`config.mk`:
```
export PLATFORM = sky130hd
export DESIGN_NAME = phy_status_regs
export DESIGN_NICKNAME = d
export VERILOG_FILES = /design/src/pkg/phy_status_pkg.sv /design/src/logic/latched_flag.sv /design/src/logic/phy_status_regs.sv
export SDC_FILE = /design/constraint.sdc
export NUM_CORES = 1
export LEC_CHECK = 0
export BUFFER_PORTS_ARGS = -buffer_cell sky130_fd_sc_hd__buf_4
export CAP_MARGIN = 20
export CELL_PAD_IN_SITES_DETAIL_PLACEMENT = 1
export CELL_PAD_IN_SITES_GLOBAL_PLACEMENT = 1
export CORE_MARGIN = 3
export CORE_UTILIZATION = 30
export DETAILED_ROUTE_END_ITERATION = 10
export HOLD_SLACK_MARGIN = 0.15
export PLACE_DENSITY_LB_ADDON = 0.1
export REMOVE_ABC_BUFFERS = 1
export SLEW_MARGIN = 40
export SYNTH_ARGS = -nofsm -noshare
export SYNTH_HDL_FRONTEND = slang
export SYNTH_SLANG_ARGS = --single-unit
```
`constraint.sdc`:
```
create_clock -name clock -period 2.8 [get_ports clock]
set_clock_uncertainty 0.2 [all_clocks]
set_input_delay 0.14 -clock clock [delete_from_list [all_inputs] [get_ports clock]]
set_output_delay 0.14 -clock clock [all_outputs]
set_load 0.01 [all_outputs]
```
`src/pkg/phy_status_pkg.sv`:
```
// Constants for the detailed status / 10BASE-T operations register slice.
// Assumes a management frame layout of preamble, start, op, address, TA.
package phy_status_pkg;

    // Register addresses on the management bus
    localparam logic [4:0] REG_DETAIL_STATUS = 5'h11;
    localparam logic [4:0] REG_TENBT_OPS = 5'h12;
    localparam logic [4:0] VENDOR_FIRST = 5'h19;
    localparam logic [4:0] VENDOR_LAST = 5'h1f;

    // Detailed status bit positions
    localparam int B17_AN_PROG0 = 11;
    localparam int B17_SIG_LOST = 10;
    localparam int B17_PLL_ERR = 9;
    localparam int B17_FALSE_CAR = 8;
    localparam int B17_INV_SYM = 7;
    localparam int B17_HALT_SYM = 6;
    localparam int B17_PREM_END = 5;
    localparam int B17_JABBER = 2;
    localparam int B17_REM_FAULT = 1;
    localparam int B17_LINK = 0;

    // 10BASE-T operations bit positions
    localparam int B18_REM_JAB = 15;
    localparam int B18_POL_REV = 14;
    localparam int B18_BUS_MODE = 12;
    localparam int B18_XOVER = 11;
    localparam int B18_RX_FLOAT = 10;
    localparam int B18_VENDOR = 9;
    localparam int B18_TEST_SEL = 8;
    localparam int B18_JAB_INH = 5;

    // Values after reset
    localparam logic TEST_SEL_RST = 1'b0;
    localparam logic JAB_INH_RST = 1'b0;
    localparam logic FLAG_RST = 1'b0;
    localparam logic [2:0] AN_PROG_RST = 3'h0;

    // Data bus mode codes
    localparam logic [1:0] BUS_MODE_MII = 2'h0;
    localparam logic [1:0] BUS_MODE_SERIAL = 2'h1;

    // Management frame counts
    localparam logic [5:0] PREAMBLE_LEN = 6'h20;
    localparam logic [4:0] HDR_LAST = 5'h0c;
    localparam logic [4:0] TA_LAST = 5'h01;
    localparam logic [4:0] DATA_BITS = 5'h10;
    localparam logic [1:0] OP_READ = 2'h2;
    localparam logic [1:0] OP_WRITE = 2'h1;

    // Latched-high flag slots; 0..7 clear on status read, 8..9 on ops read
    localparam int NUM_LH = 10;
    localparam int NUM_LH17 = 8;

    typedef enum logic [3:0] {
        ST_PRE = 4'h1,
        ST_HDR = 4'h2,
        ST_TA = 4'h4,
        ST_DAT = 4'h8
    } mgmt_state_t;

endpackage : phy_status_pkg

```
`src/logic/latched_flag.sv`:
```
// One latched status flag, high-latching or low-latching.
// Assumes rd_clr is a one-cycle pulse when the owning register is read.
`timescale 1ns/1ps
module latched_flag
    import phy_status_pkg::*;
#(
    parameter bit ACTIVE_LOW = 1'b0
) (
    // Clock and reset
    input wire logic clock,
    input wire logic nrst,
    // Condition and read strobe
    input wire logic cond,
    input wire logic rd_clr,
    // Flag
    output logic flag
);
    logic flag_q;
    logic flag_d;

    always_comb begin
        if (ACTIVE_LOW) begin
            // Low stays low until read, then follows the condition
            flag_d = cond & (flag_q | rd_clr);
        end else begin
            // Set wins over the read clear
            flag_d = cond | (flag_q & ~rd_clr);
        end
    end

    always_ff @(posedge clock) begin
        if (!nrst) begin
            flag_q <= FLAG_RST;
        end else begin
            flag_q <= flag_d;
        end
    end

    assign flag = flag_q;
endmodule : latched_flag

```
`src/logic/phy_status_regs.sv`:
```
// Detailed status and 10BASE-T operations registers behind a serial
// management slave. Assumes straps are stable while nrst is low and the
// management clock is slow enough for three-stage pin sampling.
`timescale 1ns/1ps
// Summary of operation
// - Status bit 11 shows bit 0 of the highest progress code seen.
// - Seven receive-error and jabber flags latch high; jabber inhibit gates jabber.
// - Remote fault latches high; link valid latches low; both reset zero.
// - Remote jabber and reversed polarity latch high in the ops register.
// - Two-bit bus mode is read-only, taken from straps at reset.
// - Receive float bit tri-states receive outputs; defaults come from straps.
// - Vendor registers 25 to 31 reachable only while the control bit is zero.
// - Read-write test path select, reset zero, chooses between two test paths.
module phy_status_regs
    import phy_status_pkg::*;
(
    // Clock and reset
    input wire logic clock,
    input wire logic nrst,
    // Management pins
    input wire logic mdc,
    input wire logic mdio_in,
    output logic mdio_out,
    output logic mdio_oe_n,
    // Straps
    input wire logic [4:0] phy_addr_strap,
    input wire logic [1:0] bus_mode_strap,
    input wire logic xover_strap,
    input wire logic rx_float_strap,
    input wire logic vendor_strap,
    // Datapath events
    input wire logic sig_lost_ev,
    input wire logic pll_err_ev,
    input wire logic false_car_ev,
    input wire logic inv_sym_ev,
    input wire logic halt_sym_ev,
    input wire logic prem_end_ev,
    input wire logic jabber_ev,
    input wire logic rem_fault_ev,
    input wire logic link_ok,
    input wire logic rem_jabber_ev,
    input wire logic pol_rev_ev,
    input wire logic [2:0] an_progress,
    // Receive interface
    input wire logic [3:0] rxd_in,
    input wire logic rx_dv_in,
    input wire logic rx_er_in,
    output logic [3:0] rxd,
    output logic rx_dv,
    output logic rx_er,
    output logic rx_oe_n,
    // Control and test
    input wire logic test_path_one,
    input wire logic test_path_two,
    output logic test_path_select,
    output logic test_out,
    output logic auto_crossover_enable,
    output logic [1:0] bus_mode,
    output logic vendor_access_en,
    output logic vendor_hit
);

    ////////////////////////////////////////////////////////////////////////
    // Pin sampling
    logic mdc_s1_q, mdc_s2_q, mdc_s3_q, mdc_lvl_q, mdc_lvl_d;
    logic dio_s1_q, dio_s2_q, dio_s3_q, dio_lvl_q, dio_lvl_d;
    logic rise, fall;

    always_comb begin
        mdc_lvl_d = (mdc_s2_q == mdc_s3_q) ? mdc_s3_q : mdc_lvl_q;
        dio_lvl_d = (dio_s2_q == dio_s3_q) ? dio_s3_q : dio_lvl_q;
    end

    always_ff @(posedge clock) begin
        if (!nrst) begin
            {mdc_s1_q, mdc_s2_q, mdc_s3_q, mdc_lvl_q} <= 4'h0;
            {dio_s1_q, dio_s2_q, dio_s3_q, dio_lvl_q} <= 4'h0;
        end else begin
            {mdc_s1_q, mdc_s2_q, mdc_s3_q} <= {mdc, mdc_s1_q, mdc_s2_q};
            {dio_s1_q, dio_s2_q, dio_s3_q} <= {mdio_in, dio_s1_q, dio_s2_q};
            mdc_lvl_q <= mdc_lvl_d;
            dio_lvl_q <= dio_lvl_d;
        end
    end

    assign rise = mdc_lvl_d & ~mdc_lvl_q;
    assign fall = ~mdc_lvl_d & mdc_lvl_q;

    ////////////////////////////////////////////////////////////////////////
    // Register contents
    logic [NUM_LH-1:0] lh_cond, lh_clr, lh_q;
    logic link_q;
    logic [2:0] an_max_q, an_max_d;
    logic [1:0] bus_mode_q;
    logic xover_q, float_q, vendor_q, tsel_q, jinh_q;
    logic xover_d, float_d, vendor_d, tsel_d, jinh_d;
    logic rd17_q, rd18_q, wr18_q;
    logic [15:0] r17, r18, shr_q;

    assign lh_cond = {pol_rev_ev, rem_jabber_ev, rem_fault_ev,
                      jabber_ev & ~jinh_q, prem_end_ev, halt_sym_ev,
                      inv_sym_ev, false_car_ev, pll_err_ev, sig_lost_ev};
    assign lh_clr = {{(NUM_LH - NUM_LH17){rd18_q}}, {NUM_LH17{rd17_q}}};

    genvar gi;
    generate
        for (gi = 0; gi < NUM_LH; gi++) begin : g_lh
            latched_flag #(.ACTIVE_LOW(1'b0)) u_flag (
                .clock(clock),
                .nrst(nrst),
                .cond(lh_cond[gi]),
                .rd_clr(lh_clr[gi]),
                .flag(lh_q[gi])
            );
        end
    endgenerate

    latched_flag #(.ACTIVE_LOW(1'b1)) u_link (
        .clock(clock),
        .nrst(nrst),
        .cond(link_ok),
        .rd_clr(rd17_q),
        .flag(link_q)
    );

    always_comb begin
        // Highest progress kept; a read restarts from the live code
        an_max_d = rd17_q ? an_progress : an_max_q;
        if (an_progress > an_max_d) begin
            an_max_d = an_progress;
        end
        xover_d = xover_q;
        float_d = float_q;
        vendor_d = vendor_q;
        tsel_d = tsel_q;
        jinh_d = jinh_q;
        if (wr18_q) begin
            xover_d = shr_q[B18_XOVER];
            float_d = shr_q[B18_RX_FLOAT];
            vendor_d = shr_q[B18_VENDOR];
            tsel_d = shr_q[B18_TEST_SEL];
            jinh_d = shr_q[B18_JAB_INH];
        end
    end

    always_ff @(posedge clock) begin
        if (!nrst) begin
            an_max_q <= AN_PROG_RST;
            bus_mode_q <= bus_mode_strap;
            xover_q <= xover_strap;
            float_q <= rx_float_strap;
            vendor_q <= vendor_strap;
            tsel_q <= TEST_SEL_RST;
            jinh_q <= JAB_INH_RST;
        end else begin
            an_max_q <= an_max_d;
            xover_q <= xover_d;
            float_q <= float_d;
            vendor_q <= vendor_d;
            tsel_q <= tsel_d;
            jinh_q <= jinh_d;
        end
    end

    always_comb begin
        r17 = 16'h0000;
        r17[B17_AN_PROG0] = an_max_q[0];
        r17[B17_SIG_LOST] = lh_q[0];
        r17[B17_PLL_ERR] = lh_q[1];
        r17[B17_FALSE_CAR] = lh_q[2];
        r17[B17_INV_SYM] = lh_q[3];
        r17[B17_HALT_SYM] = lh_q[4];
        r17[B17_PREM_END] = lh_q[5];
        r17[B17_JABBER] = lh_q[6];
        r17[B17_REM_FAULT] = lh_q[7];
        r17[B17_LINK] = link_q;
        r18 = 16'h0000;
        r18[B18_REM_JAB] = lh_q[8];
        r18[B18_POL_REV] = lh_q[9];
        r18[B18_BUS_MODE +: 2] = bus_mode_q;
        r18[B18_XOVER] = xover_q;
        r18[B18_RX_FLOAT] = float_q;
        r18[B18_VENDOR] = vendor_q;
        r18[B18_TEST_SEL] = tsel_q;
        r18[B18_JAB_INH] = jinh_q;
    end

    ////////////////////////////////////////////////////////////////////////
    // Management frame engine
    mgmt_state_t st_q, st_d;
    logic [5:0] pre_q, pre_d;
    logic [4:0] cnt_q, cnt_d;
    logic [11:0] hdr_q, hdr_d;
    logic [15:0] shr_d;
    logic rdop_q, rdop_d, out_q, out_d, oen_q, oen_d;
    logic rd17_d, rd18_d, wr18_d, vhit_q, vhit_d;

    always_comb begin
        logic [12:0] hdr_n;
        hdr_n = {hdr_q, dio_lvl_d};
        st_d = st_q;
        pre_d = pre_q;
        cnt_d = cnt_q;
        hdr_d = hdr_q;
        shr_d = shr_q;
        rdop_d = rdop_q;
        out_d = out_q;
        oen_d = oen_q;
        rd17_d = 1'b0;
        rd18_d = 1'b0;
        wr18_d = 1'b0;
        vhit_d = 1'b0;
        // Snapshot in the clearing cycle so no event slips past a read
        if (rd17_q) begin
            shr_d = r17;
        end else if (rd18_q) begin
            shr_d = r18;
        end
        case (st_q)
            ST_PRE: begin
                if (rise && dio_lvl_d && pre_q != PREAMBLE_LEN) begin
                    pre_d = pre_q + 6'h01;
                end else if (rise && !dio_lvl_d) begin
                    pre_d = 6'h00;
                    cnt_d = 5'h00;
                    if (pre_q == PREAMBLE_LEN) begin
                        st_d = ST_HDR;
                    end
                end
            end
            ST_HDR: begin
                if (rise) begin
                    hdr_d = hdr_n[11:0];
                    cnt_d = cnt_q + 5'h01;
                    if (cnt_q == HDR_LAST) begin
                        cnt_d = 5'h00;
                        rdop_d = (hdr_n[11:10] == OP_READ);
                        st_d = ST_PRE;
                        if (hdr_n[12] && hdr_n[9:5] == phy_addr_strap) begin
                            if (hdr_n[4:0] >= VENDOR_FIRST
                                    && hdr_n[4:0] <= VENDOR_LAST) begin
                                vhit_d = ~vendor_q;
                            end else if (hdr_n[11:10] == OP_WRITE) begin
                                st_d = (hdr_n[4:0] == REG_TENBT_OPS) ?
                                    ST_TA : ST_PRE;
                            end else if (hdr_n[11:10] == OP_READ) begin
                                // Read strobe; snapshot and clear follow it
                                rd17_d = (hdr_n[4:0] == REG_DETAIL_STATUS);
                                rd18_d = (hdr_n[4:0] == REG_TENBT_OPS);
                                st_d = (rd17_d | rd18_d) ? ST_TA : ST_PRE;
                            end
                        end
                    end
                end
            end
            ST_TA: begin
                if ((rdop_q && fall) || (!rdop_q && rise)) begin
                    cnt_d = cnt_q + 5'h01;
                    if (cnt_q == TA_LAST) begin
                        cnt_d = 5'h00;
                        st_d = ST_DAT;
                        out_d = 1'b0;
                        oen_d = ~rdop_q;
                    end
                end
            end
            ST_DAT: begin
                if (rdop_q && fall) begin
                    if (cnt_q == DATA_BITS) begin
                        oen_d = 1'b1;
                        st_d = ST_PRE;
                    end else begin
                        out_d = shr_q[15];
                        shr_d = {shr_q[14:0], 1'b0};
                        cnt_d = cnt_q + 5'h01;
                    end
                end else if (!rdop_q && rise) begin
                    shr_d = {shr_q[14:0], dio_lvl_d};
                    cnt_d = cnt_q + 5'h01;
                    if (cnt_q == DATA_BITS - 5'h01) begin
                        wr18_d = 1'b1;
                        st_d = ST_PRE;
                    end
                end
            end
            default: begin
                st_d = ST_PRE;
                oen_d = 1'b1;
            end
        endcase
    end

    always_ff @(posedge clock) begin
        if (!nrst) begin
            st_q <= ST_PRE;
            pre_q <= 6'h00;
            cnt_q <= 5'h00;
            hdr_q <= 12'h000;
            shr_q <= 16'h0000;
            {rdop_q, out_q, rd17_q, rd18_q, wr18_q, vhit_q} <= 6'h00;
            oen_q <= 1'b1;
        end else begin
            st_q <= st_d;
            pre_q <= pre_d;
            cnt_q <= cnt_d;
            hdr_q <= hdr_d;
            shr_q <= shr_d;
            {rdop_q, out_q, oen_q} <= {rdop_d, out_d, oen_d};
            {rd17_q, rd18_q, wr18_q, vhit_q} <= {rd17_d, rd18_d, wr18_d, vhit_d};
        end
    end

    ////////////////////////////////////////////////////////////////////////
    // Registered outputs
    logic [3:0] rxd_q;
    logic rx_dv_q, rx_er_q, rx_oe_n_q, tout_q, ven_en_q;

    always_ff @(posedge clock) begin
        if (!nrst) begin
            {rxd_q, rx_dv_q, rx_er_q} <= 6'h00;
            {rx_oe_n_q, tout_q, ven_en_q} <= 3'h0;
        end else begin
            {rxd_q, rx_dv_q, rx_er_q} <= {rxd_in, rx_dv_in, rx_er_in};
            rx_oe_n_q <= float_q;
            tout_q <= tsel_q ? test_path_one : test_path_two;
            ven_en_q <= ~vendor_q;
        end
    end

    assign {mdio_out, mdio_oe_n} = {out_q, oen_q};
    assign {rxd, rx_dv, rx_er, rx_oe_n} = {rxd_q, rx_dv_q, rx_er_q, rx_oe_n_q};
    assign {test_path_select, test_out} = {tsel_q, tout_q};
    assign {auto_crossover_enable, bus_mode} = {xover_q, bus_mode_q};
    assign {vendor_access_en, vendor_hit} = {ven_en_q, vhit_q};
endmodule : phy_status_regs

```
* Yosys cells after proc, flatten, opt, wreduce, memory -nomap -nowiden
Index checks and enable logic that the tools add are counted.
Word-level totals: register bits 88, input port bits 36, output and inout port bits 16
Operators by class: add/sub/neg operators 2, magnitude comparators 3, equality and inequality tests 32, mux-type cells 58, bitwise logic cells 42, reduce and logical (&&, ||, !) cells 24
Operator list (count):
- 2-to-1 mux 16 bit | 6
- 2-to-1 mux 5 bit | 9
- 2-to-1 mux 4 bit | 11
- 2-to-1 mux 3 bit | 8
- inequality test 2 bit, second input constant | 10
- one-hot mux 5 bit (4 select lines) | 1
- 2-to-1 mux 1 bit | 18
- inverter 1 bit | 16
- one-hot mux 4 bit (4 select lines) | 1
- == test 5 bit, second input constant | 3
- AND 1 bit | 14
- 2-to-1 mux 6 bit | 2
- inequality test 3 bit, second input constant | 4
- OR 1 bit | 12
- == test 5 x 4 -> 1 bit, second input constant | 2
- AND reduction 10 bit | 1
- AND reduction 5 bit | 2
- OR reduction 8 bit | 1
- logical AND 1 bit | 7
- AND reduction 7 bit | 1
- adder 6 x 1 -> 6 bit, second input constant | 1
- == test 6 bit, second input constant | 1
- inequality test 6 bit, second input constant | 1
- AND reduction 6 bit | 1
- 24 further kinds | 28

* Longest topological paths before layout
Gate-level depths: netlist (run 1).
word-level depth 12, mapped depth 9, mapped depth without buffers 8

* Modules after synthesis
From an unflattened synthesis (run 1), not the netlist that was laid out.
Second synthesis, totals: cell total of the unflattened synthesis 429, area total of the unflattened synthesis 4108.9 µm²
By module, submodules not included:
- phy_status_regs | instances 1, cells each 397, area an instance 3666.0 µm²
- latched_flag at g_lh[0].u_flag ... | instances 10, cells each 3, area an instance 41.3 µm²
- latched_flag at u_link | instances 1, cells each 2, area an instance 30.0 µm²

* Least setup slack after synthesis (run 1)
OpenSTA, ideal clock, no wires.
path kind register to register, start reg cnt_q[0], end reg oen_q (netlist: mdio_oe_n), setup time 0.072 ns, arrival time 2.191 ns, required time 2.528 ns, path slack 0.337 ns, cell stages (with the launch flop) 8, path buffers 0, period minus slack after synthesis 2.463 ns, path through dfxtp_1 > ha_1 > or4b_1 > a22o_1 > a221oi_2 > o211ai_4 > a2111oi_1 > mux2i_1
Between the ends: word-level cells in the longest chain between the ends 3
RTL lines:
- start: declaration | line phy_status_regs.sv:192 | logic [4:0] cnt_q, cnt_d;
- start signal: assignment | line phy_status_regs.sv:305 | cnt_q <= cnt_d;
- == test 5 bit / == test 5 x 1 -> 1 bit (equally long branches) | line phy_status_regs.sv:269, phy_status_regs.sv:259
- inequality test 2 bit (no line)
- AND reduction 5 bit (no line) (*)
- end signal: assignment | line phy_status_regs.sv:308 | {rdop_q, out_q, oen_q} <= {rdop_d, out_d, oen_d};
- end: declaration | line phy_status_regs.sv:195 | logic rdop_q, rdop_d, out_q, out_d, oen_q, oen_d;
Every way passes the cells marked *; elsewhere a longest branch is shown, timed or not. A chain may end at the register's enable or synchronous reset.

* Final worst setup path (run 1)
Same ends and word-level chain as after synthesis.

==> reports/qor.csv, run 1 <==
stage,metric,value,unit
run_status,status,completed,
synth,Mapped Cells,427,
global_routing,vias in the first global route,3465,
critical_path,WP depth,8,
synth,Post-synth EDFFs,5,
die,die area,14300,um2
critical_path,critical path startpoint,cnt_q[0]$_SDFFE_PN0P_,
global_routing,total congestion overflow,0,
timing,max-slew violations,0,
timing,slew margin rel.,52.09,%
critical_path,Critical Path AT,2.66,ns
synth,largest cells by area after synthesis,"dfxtp_1 (43%), a21oi_1 (6.1%), mux2i_1 (5.2%)",
die,DIE HEIGHT,119.6,um
synth,top cell type's share of synthesized area,42.94,%
critical_path,Worst path max stage delay,0.43,ns
critical_path,Worst Reg-to-Reg Cells,8,
critical_path,CP Launch Type,register,
synth,Yosys top cell by area,dfxtp_1,
drt,Via Count,3330,
drt,Antenna Nets Post-Route,0,
global_routing,GRT Util Overall,15.44,%
placement,hpwl dp,6.803,mm
global_routing,largest net degree at the start of global routing,36,
timing,highest clock rate,0.3878,GHz
critical_path,WP data required,2.88,ns
power,Tot Pwr,2.900,mW
timing,Final setup viols,0,
global_routing,initial antenna violation count,0,
synth,top_reg_cell synth,dfxtp_1,
timing,"Hold Vio Cnt, Final",0,
synth,Yosys cell types,55,
die,width of the die,119.6,um
drt,routed len/inst,15.01,um
cells_and_area,"commonest non-fill, non-tap cell in the layout",dfxtp_1,
cells_and_area,layout cells sized above 1,18.15,%
critical_path,worst setup path end,mdio_oe_n$_SDFFE_PN1P_,
drt,DRT iter0 DRCs,138,
critical_path,worst path buffer plus inverter count,1,
die,IO Pins,52,
timing,post-layout minimum cycle time,2.579,ns
die,# rows,40,
synth,Seq cells post-synth,88,
hold_path,Hold Crit Class,register to register,
power,cell area power density,553.6,nW/um2
synth,sequential area share after synthesis,46.82,%
drt,DRC viols,0,
power,Leak,2.029,nW
critical_path,Critical R2R Launch,cnt_q[0]$_SDFFE_PN0P_,
cells_and_area,nets,569,
critical_path,crit end category,register,
clock_network,Clk Tree Root Cell,clkbuf_16,
clock_network,CTS sink cnt,88,
clock_network,CTS tree,built,
synth,asr flop ratio synth,0,%
critical_path,crit-path leading delay family,compound AO/OA/AOI/OAI gates,
drt,Via density,4.778,
clock_network,total CTS buffers,9,
drt,DRT Pass-1 Iters,4,
critical_path,R2R Setup Slk,0.22,ns
synth,warnings from Yosys,0,
synth,Post-Syn Area,3870,um2
cells_and_area,Layout fillers,1437,
synth,"Avg Cell Area, Syn",9.063,um2
cells_and_area,Syn-to-layout area delta,35.37,%
clock_network,Clock Path Buffers,2,
drt,Routed WL,10.46,mm
timing,RSZ-0062 raised after global routing,false,
clock_network,H-tree depth,3,
placement,I/O Buffers,51,
critical_path,Crit-path slowest cell,a2111oi_2,
critical_path,FF-to-FF End,mdio_oe_n$_SDFFE_PN1P_,
clock_network,Clock transition at path regs,0.06,ns
placement,Placer Congestion,0.7351,
cells_and_area,Inserted Diodes,0,
power,peak supply drop,0.3001,mV
clock_network,clk_lat worst skew,0.35,ns
die,core area,12310,um2
critical_path,Critical Path Fanout Max,6,
die,initial core utilization,31.43,%
cells_and_area,"commonest cells after routing, fill and taps aside","dfxtp_1 (83), buf_4 (63), nand2_1 (53)",
timing,Final Cycle Share,92.10,%
critical_path,Setup CP Type,register to register,
timing,Worst-Margin Slew,0.7111,ns
global_routing,global-route wire length before repair,17.68,mm
critical_path,crit path cell chain,inv_1 > ha_1 > nand4b_1 > a22o_1 > a221oi_2 > o211ai_4 > a2111oi_2 > mux2i_1,
job,max_cap viols,0,
timing,setup_tns,0,ns
-- power by group --
part | switching, mW | internal (mW)
clock network | 0.495 | 0.898
logic | 0.0795 | 0.116
registers | 0.0161 | 1.30
-- worst min-delay path by stage --
stage | startpoint | to | cells after the start
final | dio_s1_q$_SDFF_PN0_ | dio_s2_q$_SDFF_PN0_ | 1
after global routing | dio_s1_q$_SDFF_PN0_ | dio_s2_q$_SDFF_PN0_ | 1
after CTS | dio_s1_q$_SDFF_PN0_ | dio_s2_q$_SDFF_PN0_ | 1
after detailed placement | bus_mode_strap[0] | bus_mode[0]$_DFFE_PN_ | 1
after global placement | bus_mode_strap[0] | bus_mode[0]$_DFFE_PN_ | 1
after floorplan | nrst | st_q[0]$_SDFFE_PN1P_ | 1
-- flip-flops by register name, indices dropped and copies added, names as in the netlist, 3 cells and up --
name              cells
hdr_q                12
cnt_q                 5
an_max_q              3
rxd                   4
g_lh.u_flag.flag     10
st_q                  4
shr_q                16
pre_q                 6
-- stage by stage --
step / cell area [um2] / worst slack, ns / std cells / hold WS (ns) / util, %
floorplan: 3754 / 0.3370 / 406 / 0.01183 / -
global placement: 4457 / 0.2232 / 638 / 0.1201 / 36.20
detailed placement: 4457 / 0.1254 / 638 / 0.1209 / 36.20
CTS: 5228 / 0.1174 / 697 / 0.2485 / 42.46
global route: 5239 / 0.06167 / 697 / 0.2530 / 42.55
finish: 5239 / 0.2213 / 697 / 0.2432 / 42.55
-- synth_stat cells (5+ instances only) --
master,count
dfxtp_1,83
nand2_1,53
a21oi_1,47
nor2_1,47
mux2i_1,20
clkbuf_1,15
and2_1,14
nor3_1,14
inv_1,13
o21ai_0,13
nand3_1,10
ha_1,9
xor2_1,6
edfxtp_1,5
-- metal layers --
| layer | GRT usage, % | up-vias | wire length (um) | part of all wire [%] |
|---|---|---|---|---|
| met2 | 26.31 | 35 | 5283 | 51 |
| met3 | 4.665 | 10 | 306 | 2.9 |
| met4 | 4.080 | 0 | 115 | 1.1 |
| met5 | 0 | - | 0 | 0 |
| li1 | - | 1681 | - | - |
| met1 | 19.00 | 1604 | 4755 | 45 |
-- cell type report --
class	instances	area [um2]	share of cell area, %
clock buffers	13	250.2	4.777
flip-flops and latches	88	1812	34.58
clock inverters	3	90.09	1.720
multi-input cells	304	1901	36.28
repair buffers	107	923.4	17.63
inverters	14	52.55	1.003
well taps	168	210.2	4.012
-- what timing repair did --
| action | in CTS | in global routing |
|---|---|---|
| hold buffers | 43 | 0 |
| resized for setup | 0 | 2 |
| buffers inserted | 0 | 0 |
| hold endpoints to repair | 41 | 0 |
| endpoints found under the setup margin | 0 | 2 |
-- logic make-up (layout without fill, tap and decap cells) --
group	after synthesis	in the layout	share of synthesized area [%]
simple gates	174	174	22.50
flops	88	88	46.82
compound gates	87	87	14.74
buf+inv	35	137	4.365
mux	24	24	6.337
fa+ha+maj	11	11	3.427
xor+xnor	8	8	1.811
Note: power is estimated with default switching activity, not from simulation.
==> run 2, diff against run 1 <==
==> constraint.sdc (replaced) <==
create_clock -name clock -period 2.8 [get_ports clock]
set_clock_uncertainty 0.2 [all_clocks]
set_input_delay 0.56 -clock clock [delete_from_list [all_inputs] [get_ports clock]]
set_output_delay 0.56 -clock clock [all_outputs]
set_load 0.01 [all_outputs]
==> run 2 against run 1 <==
Against the previous run: clock power is essentially flat; sequential power barely moved; sequential share of layout area up 3.0 points; via count is 5.0% lower; largest cell class unchanged; hold slack got worse by 0.061 ns; combinational power down 24%; global-route usage shrank 1.5 points; power down 1.7%; utilization is 3.4 points lower; design area fell by 8.1%; wire length down 9.0%.
==> reports/qor.csv, run 2 (synthesis gave the netlist of run 1 again) <==
stage,metric,value,unit,change
timing,post-layout minimum cycle time,2.643,ns,+0.06412 ns
cells_and_area,Largest Register,shr_q,,
drt,Via Count,3163,,-5.0%
power,Leak,1.838,nW,-9.4%
drt,routed len/inst,14.52,um,-3.3%
drt,Via density,4.822,,+0.92%
placement,DP Area,4472,um2,+0.34%
clock_network,CTS tree,built,,
critical_path,CP Launch Type,register,,
die,core area,12310,um2,unchanged
cells_and_area,"commonest cells after routing, fill and taps aside","dfxtp_1 (83), buf_4 (65), nand2_1 (53)",,
placement,Placer Congestion,0.7405,,+0.73%
critical_path,crit end category,register,,
clock_network,Clock transition at path regs,0.07,ns,about the same
drt,DRT iter0 DRCs,158,,+14%
cells_and_area,layout cells sized above 1,20.29,%,+2.1 points
timing,Worst-Margin Slew,0.7272,ns,+0.01611 ns
timing,PnR worst setup slack,0.1571,ns,-0.06412 ns
drt,DRC viols,0,,unchanged
critical_path,Setup CP Type,register to register,,
drt,Routed WL,9.523,mm,-9.0%
die,initial core utilization,31.43,%,unchanged
die,width of the die,119.6,um,unchanged
timing,RSZ-0062 raised after global routing,false,,
clock_network,total CTS buffers,9,,unchanged
cells_and_area,Syn-to-layout area delta,24.44,%,
placement,pre-CTS setup slack,0.1580,ns,+0.03257 ns
power,cell area power density,592.2,nW/um2,+7.0%
cells_and_area,nets,528,,-7.2%
die,die area,14300,um2,unchanged
critical_path,Critical Path Fanout Max,6,,unchanged
timing,slew margin rel.,51.01,%,-1.1 points
global_routing,vias in the first global route,3317,,-4.3%
timing,Final setup viols,0,,unchanged
global_routing,GRT Util Overall,13.96,%,-1.5 points
timing,highest clock rate,0.3784,GHz,-2.4%
drt,Antenna Nets Post-Route,0,,unchanged
clock_network,# resized after CTS,0,,unchanged
global_routing,initial antenna violation count,0,,unchanged
drt,DRT Pass-1 Iters,4,,unchanged
run_status,status,completed,,
critical_path,Worst path max stage delay,0.48,ns,+0.05 ns
critical_path,Worst Reg-to-Reg Cells,7,,-1
cells_and_area,"commonest non-fill, non-tap cell in the layout",dfxtp_1,,
job,max_cap viols,0,,unchanged
clock_network,CTS sink cnt,88,,unchanged
die,DIE HEIGHT,119.6,um,unchanged
global_routing,largest net degree at the start of global routing,29,,-19%
cells_and_area,Inserted Diodes,0,,unchanged
critical_path,WP data required,2.89,ns,about the same
hold_path,hold path depth,1,,unchanged
clock_network,clk_lat worst skew,0.35,ns,about the same
clock_network,Clk Tree Root Cell,clkbuf_16,,
cells_and_area,Largest register FFs,16,,unchanged
timing,max-slew violations,0,,unchanged
placement,hpwl dp,6.878,mm,+1.1%
cells_and_area,Final Cell Area,4816,um2,-8.1%
hold_path,Hold Crit Class,input port to register,,
global_routing,global-route wire length before repair,16.13,mm,-8.8%
global_routing,total congestion overflow,0,,unchanged
timing,"Hold Vio Cnt, Final",0,,unchanged
critical_path,Crit-path slowest cell,a2111oi_1,,
clock_network,H-tree depth,3,,unchanged
clock_network,CTS Hold Bufs,0,,-100%
clock_network,Clock Path Buffers,2,,unchanged
critical_path,Critical Path AT,2.73,ns,+0.07 ns
clock_network,Post-CTS Setup Inserts,0,,unchanged
die,IO Pins,52,,unchanged
power,peak supply drop,0.3513,mV,+17%
critical_path,crit path cell chain,ha_1 > or4b_1 > a22o_1 > a221oi_2 > o211ai_4 > a2111oi_1 > mux2i_1,,
placement,I/O Buffers,51,,unchanged
timing,Final Cycle Share,94.39,%,+2.3 points
die,# rows,40,,unchanged
timing,setup_tns,0,ns,unchanged
==> run 2: cell count changes in the layout (fill, tap and decap cells not counted), sizes merged <==
| cell | change |
|---|---|
| clkbuf | -4 |
| clkinv | +1 |
| dlygate4sd3 | -43 |
| clkinvlp | +2 |
| inv | +1 |
| buf | +2 |
==> run 2: final cells by class <==
type	instances	area, um2
fill	1454	7496
clock inverter	7	118.9
multi-input combinational	304	1889
tap	168	210.2
timing repair buffer	66	508.0
inverter	14	52.55
clock buffer	9	225.2
sequential	88	1812
==> run 2: worst max-delay path: cells and delay by family, from the launching register on <==
kind | cells | cell delay [ns]
multiplexers | 1 | 0.22
flip-flops | 1 | 0.41
AND/OR/NAND/NOR | 1 | 0.43
adder cells (fa/ha/maj) | 1 | 0.17
AO/OA/AOI/OAI | 4 | 1.17
==> run 2: path summary, 6_finish.rpt <==
kind	start	end	slack [ns]
setup / recovery	cnt_q[0]$_SDFFE_PN0P_	mdio_oe_n$_SDFFE_PN1P_	0.16
hold / removal	bus_mode_strap[1]	bus_mode[1]$_DFFE_PN_	0.18
setup reg to reg	cnt_q[0]$_SDFFE_PN0P_	mdio_oe_n$_SDFFE_PN1P_	0.16
hold reg to reg	mdc_s1_q$_SDFF_PN0_	mdc_s2_q$_SDFF_PN0_	0.23
==> run 2: stage by stage <==
stage / utilization (%) / hold slack [ns] / total power [mW] / cells
after floorplan: - / 0.2118 / 1.403 / 406
after global placement: 36.32 / 0.2154 / 1.486 / 640
after detailed placement: 36.32 / 0.2230 / 1.493 / 640
after CTS: 39.12 / 0.1672 / 2.905 / 656
after global routing: 39.12 / 0.1629 / 2.968 / 656
final: 39.12 / 0.1826 / 2.852 / 656
==> run 2: routing by layer <==
layer,GRT usage [%],part of all wire (%),wire length [um]
met1,17.03,47,4504
met4,4.653,1.4,132
met3,4.336,2.8,270
met2,23.41,48,4616
met5,0,0,0
==> run 2: where the power goes <==
part / internal (mW) / switching, mW / total [mW]
registers: 1.30 / 0.0152 / 1.31
logic: 0.0787 / 0.0705 / 0.149
clock network: 0.873 / 0.518 / 1.39
==> run 3, diff against run 2 <==
--- a/config.mk
+++ b/config.mk
@@ -14,7 +14,6 @@
 export DETAILED_ROUTE_END_ITERATION = 10
 export HOLD_SLACK_MARGIN = 0.15
 export PLACE_DENSITY_LB_ADDON = 0.1
-export REMOVE_ABC_BUFFERS = 1
 export SLEW_MARGIN = 40
 export SYNTH_ARGS = -nofsm -noshare
 export SYNTH_HDL_FRONTEND = slang
==> constraint.sdc (replaced) <==
create_clock -name clock -period 2.8 [get_ports clock]
set_clock_uncertainty 0.2 [all_clocks]
set_input_delay 0.56 -clock clock [delete_from_list [all_inputs] [get_ports clock]]
set_output_delay 0.56 -clock clock [all_outputs]
set_load 0.005 [all_outputs]
==> run 3 against run 2 <==
Against the previous run: die area unchanged; wire length increased by 1.5%; largest power group is now sequential cells; power decreased by 9.4%; utilization decreased by 0.76 points; sequential power about the same; critical path type unchanged; clock power decreased by 19%.
==> reports/qor.csv, run 3 (synthesis gave the netlist of run 1 again) <==
stage,metric,value,unit,change
cells_and_area,layout cells sized above 1,19.63,%,-0.66 points
cells_and_area,Syn-to-layout area delta,22.02,%,
power,Leak,1.796,nW,-2.3%
die,DIE HEIGHT,119.6,um,unchanged
timing,"Hold Vio Cnt, Final",0,,unchanged
die,IO Pins,52,,unchanged
critical_path,critical path startpoint,cnt_q[1]$_SDFFE_PN0P_,,
placement,Placer Congestion,0.8046,,+8.7%
clock_network,Post-CTS Setup Inserts,0,,unchanged
timing,slew margin rel.,50.72,%,-0.29 points
die,initial core utilization,31.43,%,unchanged
critical_path,Worst Reg-to-Reg Cells,8,,+1
critical_path,R2R Setup Slk,0.20,ns,+0.04 ns
cells_and_area,"commonest cells after routing, fill and taps aside","dfxtp_1 (83), buf_4 (61), nand2_1 (53)",,
placement,I/O Buffers,51,,unchanged
drt,DRT Pass-1 Iters,4,,unchanged
die,die area,14300,um2,unchanged
cells_and_area,Largest register FFs,16,,unchanged
drt,routed len/inst,14.82,um,+2.1%
critical_path,WP data required,2.88,ns,about the same
clock_network,CTS sink cnt,88,,unchanged
critical_path,crit end category,register,,
cells_and_area,Layout fillers,1478,,+1.7%
cells_and_area,area of the multi-input gates,1894,um2,+0.27%
timing,Final Cycle Share,92.88,%,-1.5 points
clock_network,clk_lat worst skew,0.35,ns,about the same
timing,RSZ-0062 raised after global routing,false,,
cells_and_area,nets,524,,-0.76%
global_routing,total congestion overflow,0,,unchanged
global_routing,vias in the first global route,3194,,-3.7%
die,# rows,40,,unchanged
clock_network,H-tree depth,3,,unchanged
clock_network,total CTS buffers,9,,unchanged
hold_path,hold path depth,1,,unchanged
synth,Syn Nets,472,,
clock_network,CTS tree,built,,
global_routing,initial antenna violation count,0,,unchanged
critical_path,FF-to-FF End,mdio_oe_n$_SDFFE_PN1P_,,
hold_path,hold path endpoint,bus_mode[0]$_DFFE_PN_,,
drt,Routed WL,9.664,mm,+1.5%
global_routing,largest net degree at the start of global routing,35,,+21%
drt,Antenna Nets Post-Route,0,,unchanged
hold_path,Hold Crit Class,input port to register,,
placement,hpwl dp,6.820,mm,-0.83%
global_routing,GRT Util Overall,14.36,%,+0.40 points
drt,Via density,4.857,,+0.74%
hold_path,HP Start,bus_mode_strap[0],,
timing,post-layout minimum cycle time,2.601,ns,-0.04223 ns
critical_path,Critical Path AT,2.68,ns,-0.05 ns
power,Tot Pwr,2.585,mW,-9.4%
cells_and_area,"commonest non-fill, non-tap cell in the layout",dfxtp_1,,
critical_path,Setup CP Type,register to register,,
critical_path,CP Launch Type,register,,
timing,Worst-Margin Slew,0.7315,ns,+0.004266 ns
clock_network,Clock transition at path regs,0.06,ns,about the same
global_routing,global-route wire length before repair,16.28,mm,+0.99%
job,max_cap viols,0,,unchanged
timing,max-slew violations,0,,unchanged
die,core area,12310,um2,unchanged
clock_network,Clock Path Buffers,2,,unchanged
drt,DRT iter0 DRCs,115,,-27%
critical_path,Critical R2R Launch,cnt_q[1]$_SDFFE_PN0P_,,
timing,setup_tns,0,ns,unchanged
cells_and_area,FF+latch area,1812,um2,unchanged
cells_and_area,Largest Register,shr_q,,
cells_and_area,Inserted Diodes,0,,unchanged
timing,highest clock rate,0.3845,GHz,+1.6%
power,peak supply drop,0.3145,mV,-10%
drt,Via Count,3167,,+0.13%
critical_path,Critical Path Fanout Max,6,,unchanged
power,cell area power density,547.4,nW/um2,-7.6%
drt,DRC viols,0,,unchanged
clock_network,CTS Hold Bufs,0,,unchanged
clock_network,Clk Tree Root Cell,clkbuf_16,,
timing,Final setup viols,0,,unchanged
run_status,status,completed,,
die,width of the die,119.6,um,unchanged
-- run 3: timing repair --
action | CTS | global route
endpoints found under the hold margin | 0 | 0
gates resized for setup | 0 | 1
endpoints found under the setup margin | 0 | 1
-- run 3: final cells by class --
cell class,count,area share (%)
clock buffer,11,5.140
clock inverter,5,0.6889
inverter,14,1.113
multi-input combinational,304,40.12
sequential,88,38.37
tap,168,4.452
timing repair buffer,62,10.12
-- run 3: routing by layer --
metal  vias up  track usage [%]  wire length (um)
li1       1598                -                 -
met3        13            5.985               513
met2        47            21.12              4193
met4         0            4.009               152
met1      1509            19.37              4805
met5         -                0                 0
-- run 3: power breakdown --
group,total (mW),switching (mW),leakage (nW),internal [mW]
clock network,1.13,0.507,0.139,0.624
registers,1.31,0.0153,0.726,1.30
logic,0.143,0.0640,0.931,0.0785
-- run 3: metrics by stage --
| step | hold WS (ns) | instance area (um2) | utilization (%) | instances | setup slack, ns |
|---|---|---|---|---|---|
| 2_1_floorplan | 0.2119 | 3870 | - | 427 | 0.3370 |
| 3_5_place_dp | 0.2284 | 4442 | 36.08 | 636 | 0.1533 |
| 6_report | 0.1861 | 4722 | 38.35 | 652 | 0.1994 |
| 3_3_place_gp | 0.2290 | 4442 | 36.08 | 636 | 0.2281 |
| 4_1_cts | 0.1696 | 4717 | 38.31 | 652 | 0.1169 |
| 5_1_grt | 0.1668 | 4722 | 38.35 | 652 | 0.01799 |
-- run 3: worst max-delay path by stage --
stage | endpoint | depth (start not counted)
CTS | mdio_oe_n$_SDFFE_PN1P_ | 8
floorplan | mdio_oe_n$_SDFFE_PN1P_ | 7
finish | mdio_oe_n$_SDFFE_PN1P_ | 8
global placement | mdio_oe_n$_SDFFE_PN1P_ | 7
detailed placement | mdio_oe_n$_SDFFE_PN1P_ | 8
global route | mdio_oe_n$_SDFFE_PN1P_ | 8
-- run 3: critical path, stage by stage, from the launching register on --
cell and delay [ns]:
dfxtp_1 0.34, inv_1 0.09, ha_1 0.14, or4b_1 0.44, a22o_1 0.25, a221oi_2 0.26, o211ai_4 0.18, a2111oi_2 0.42
mux2i_1 0.22
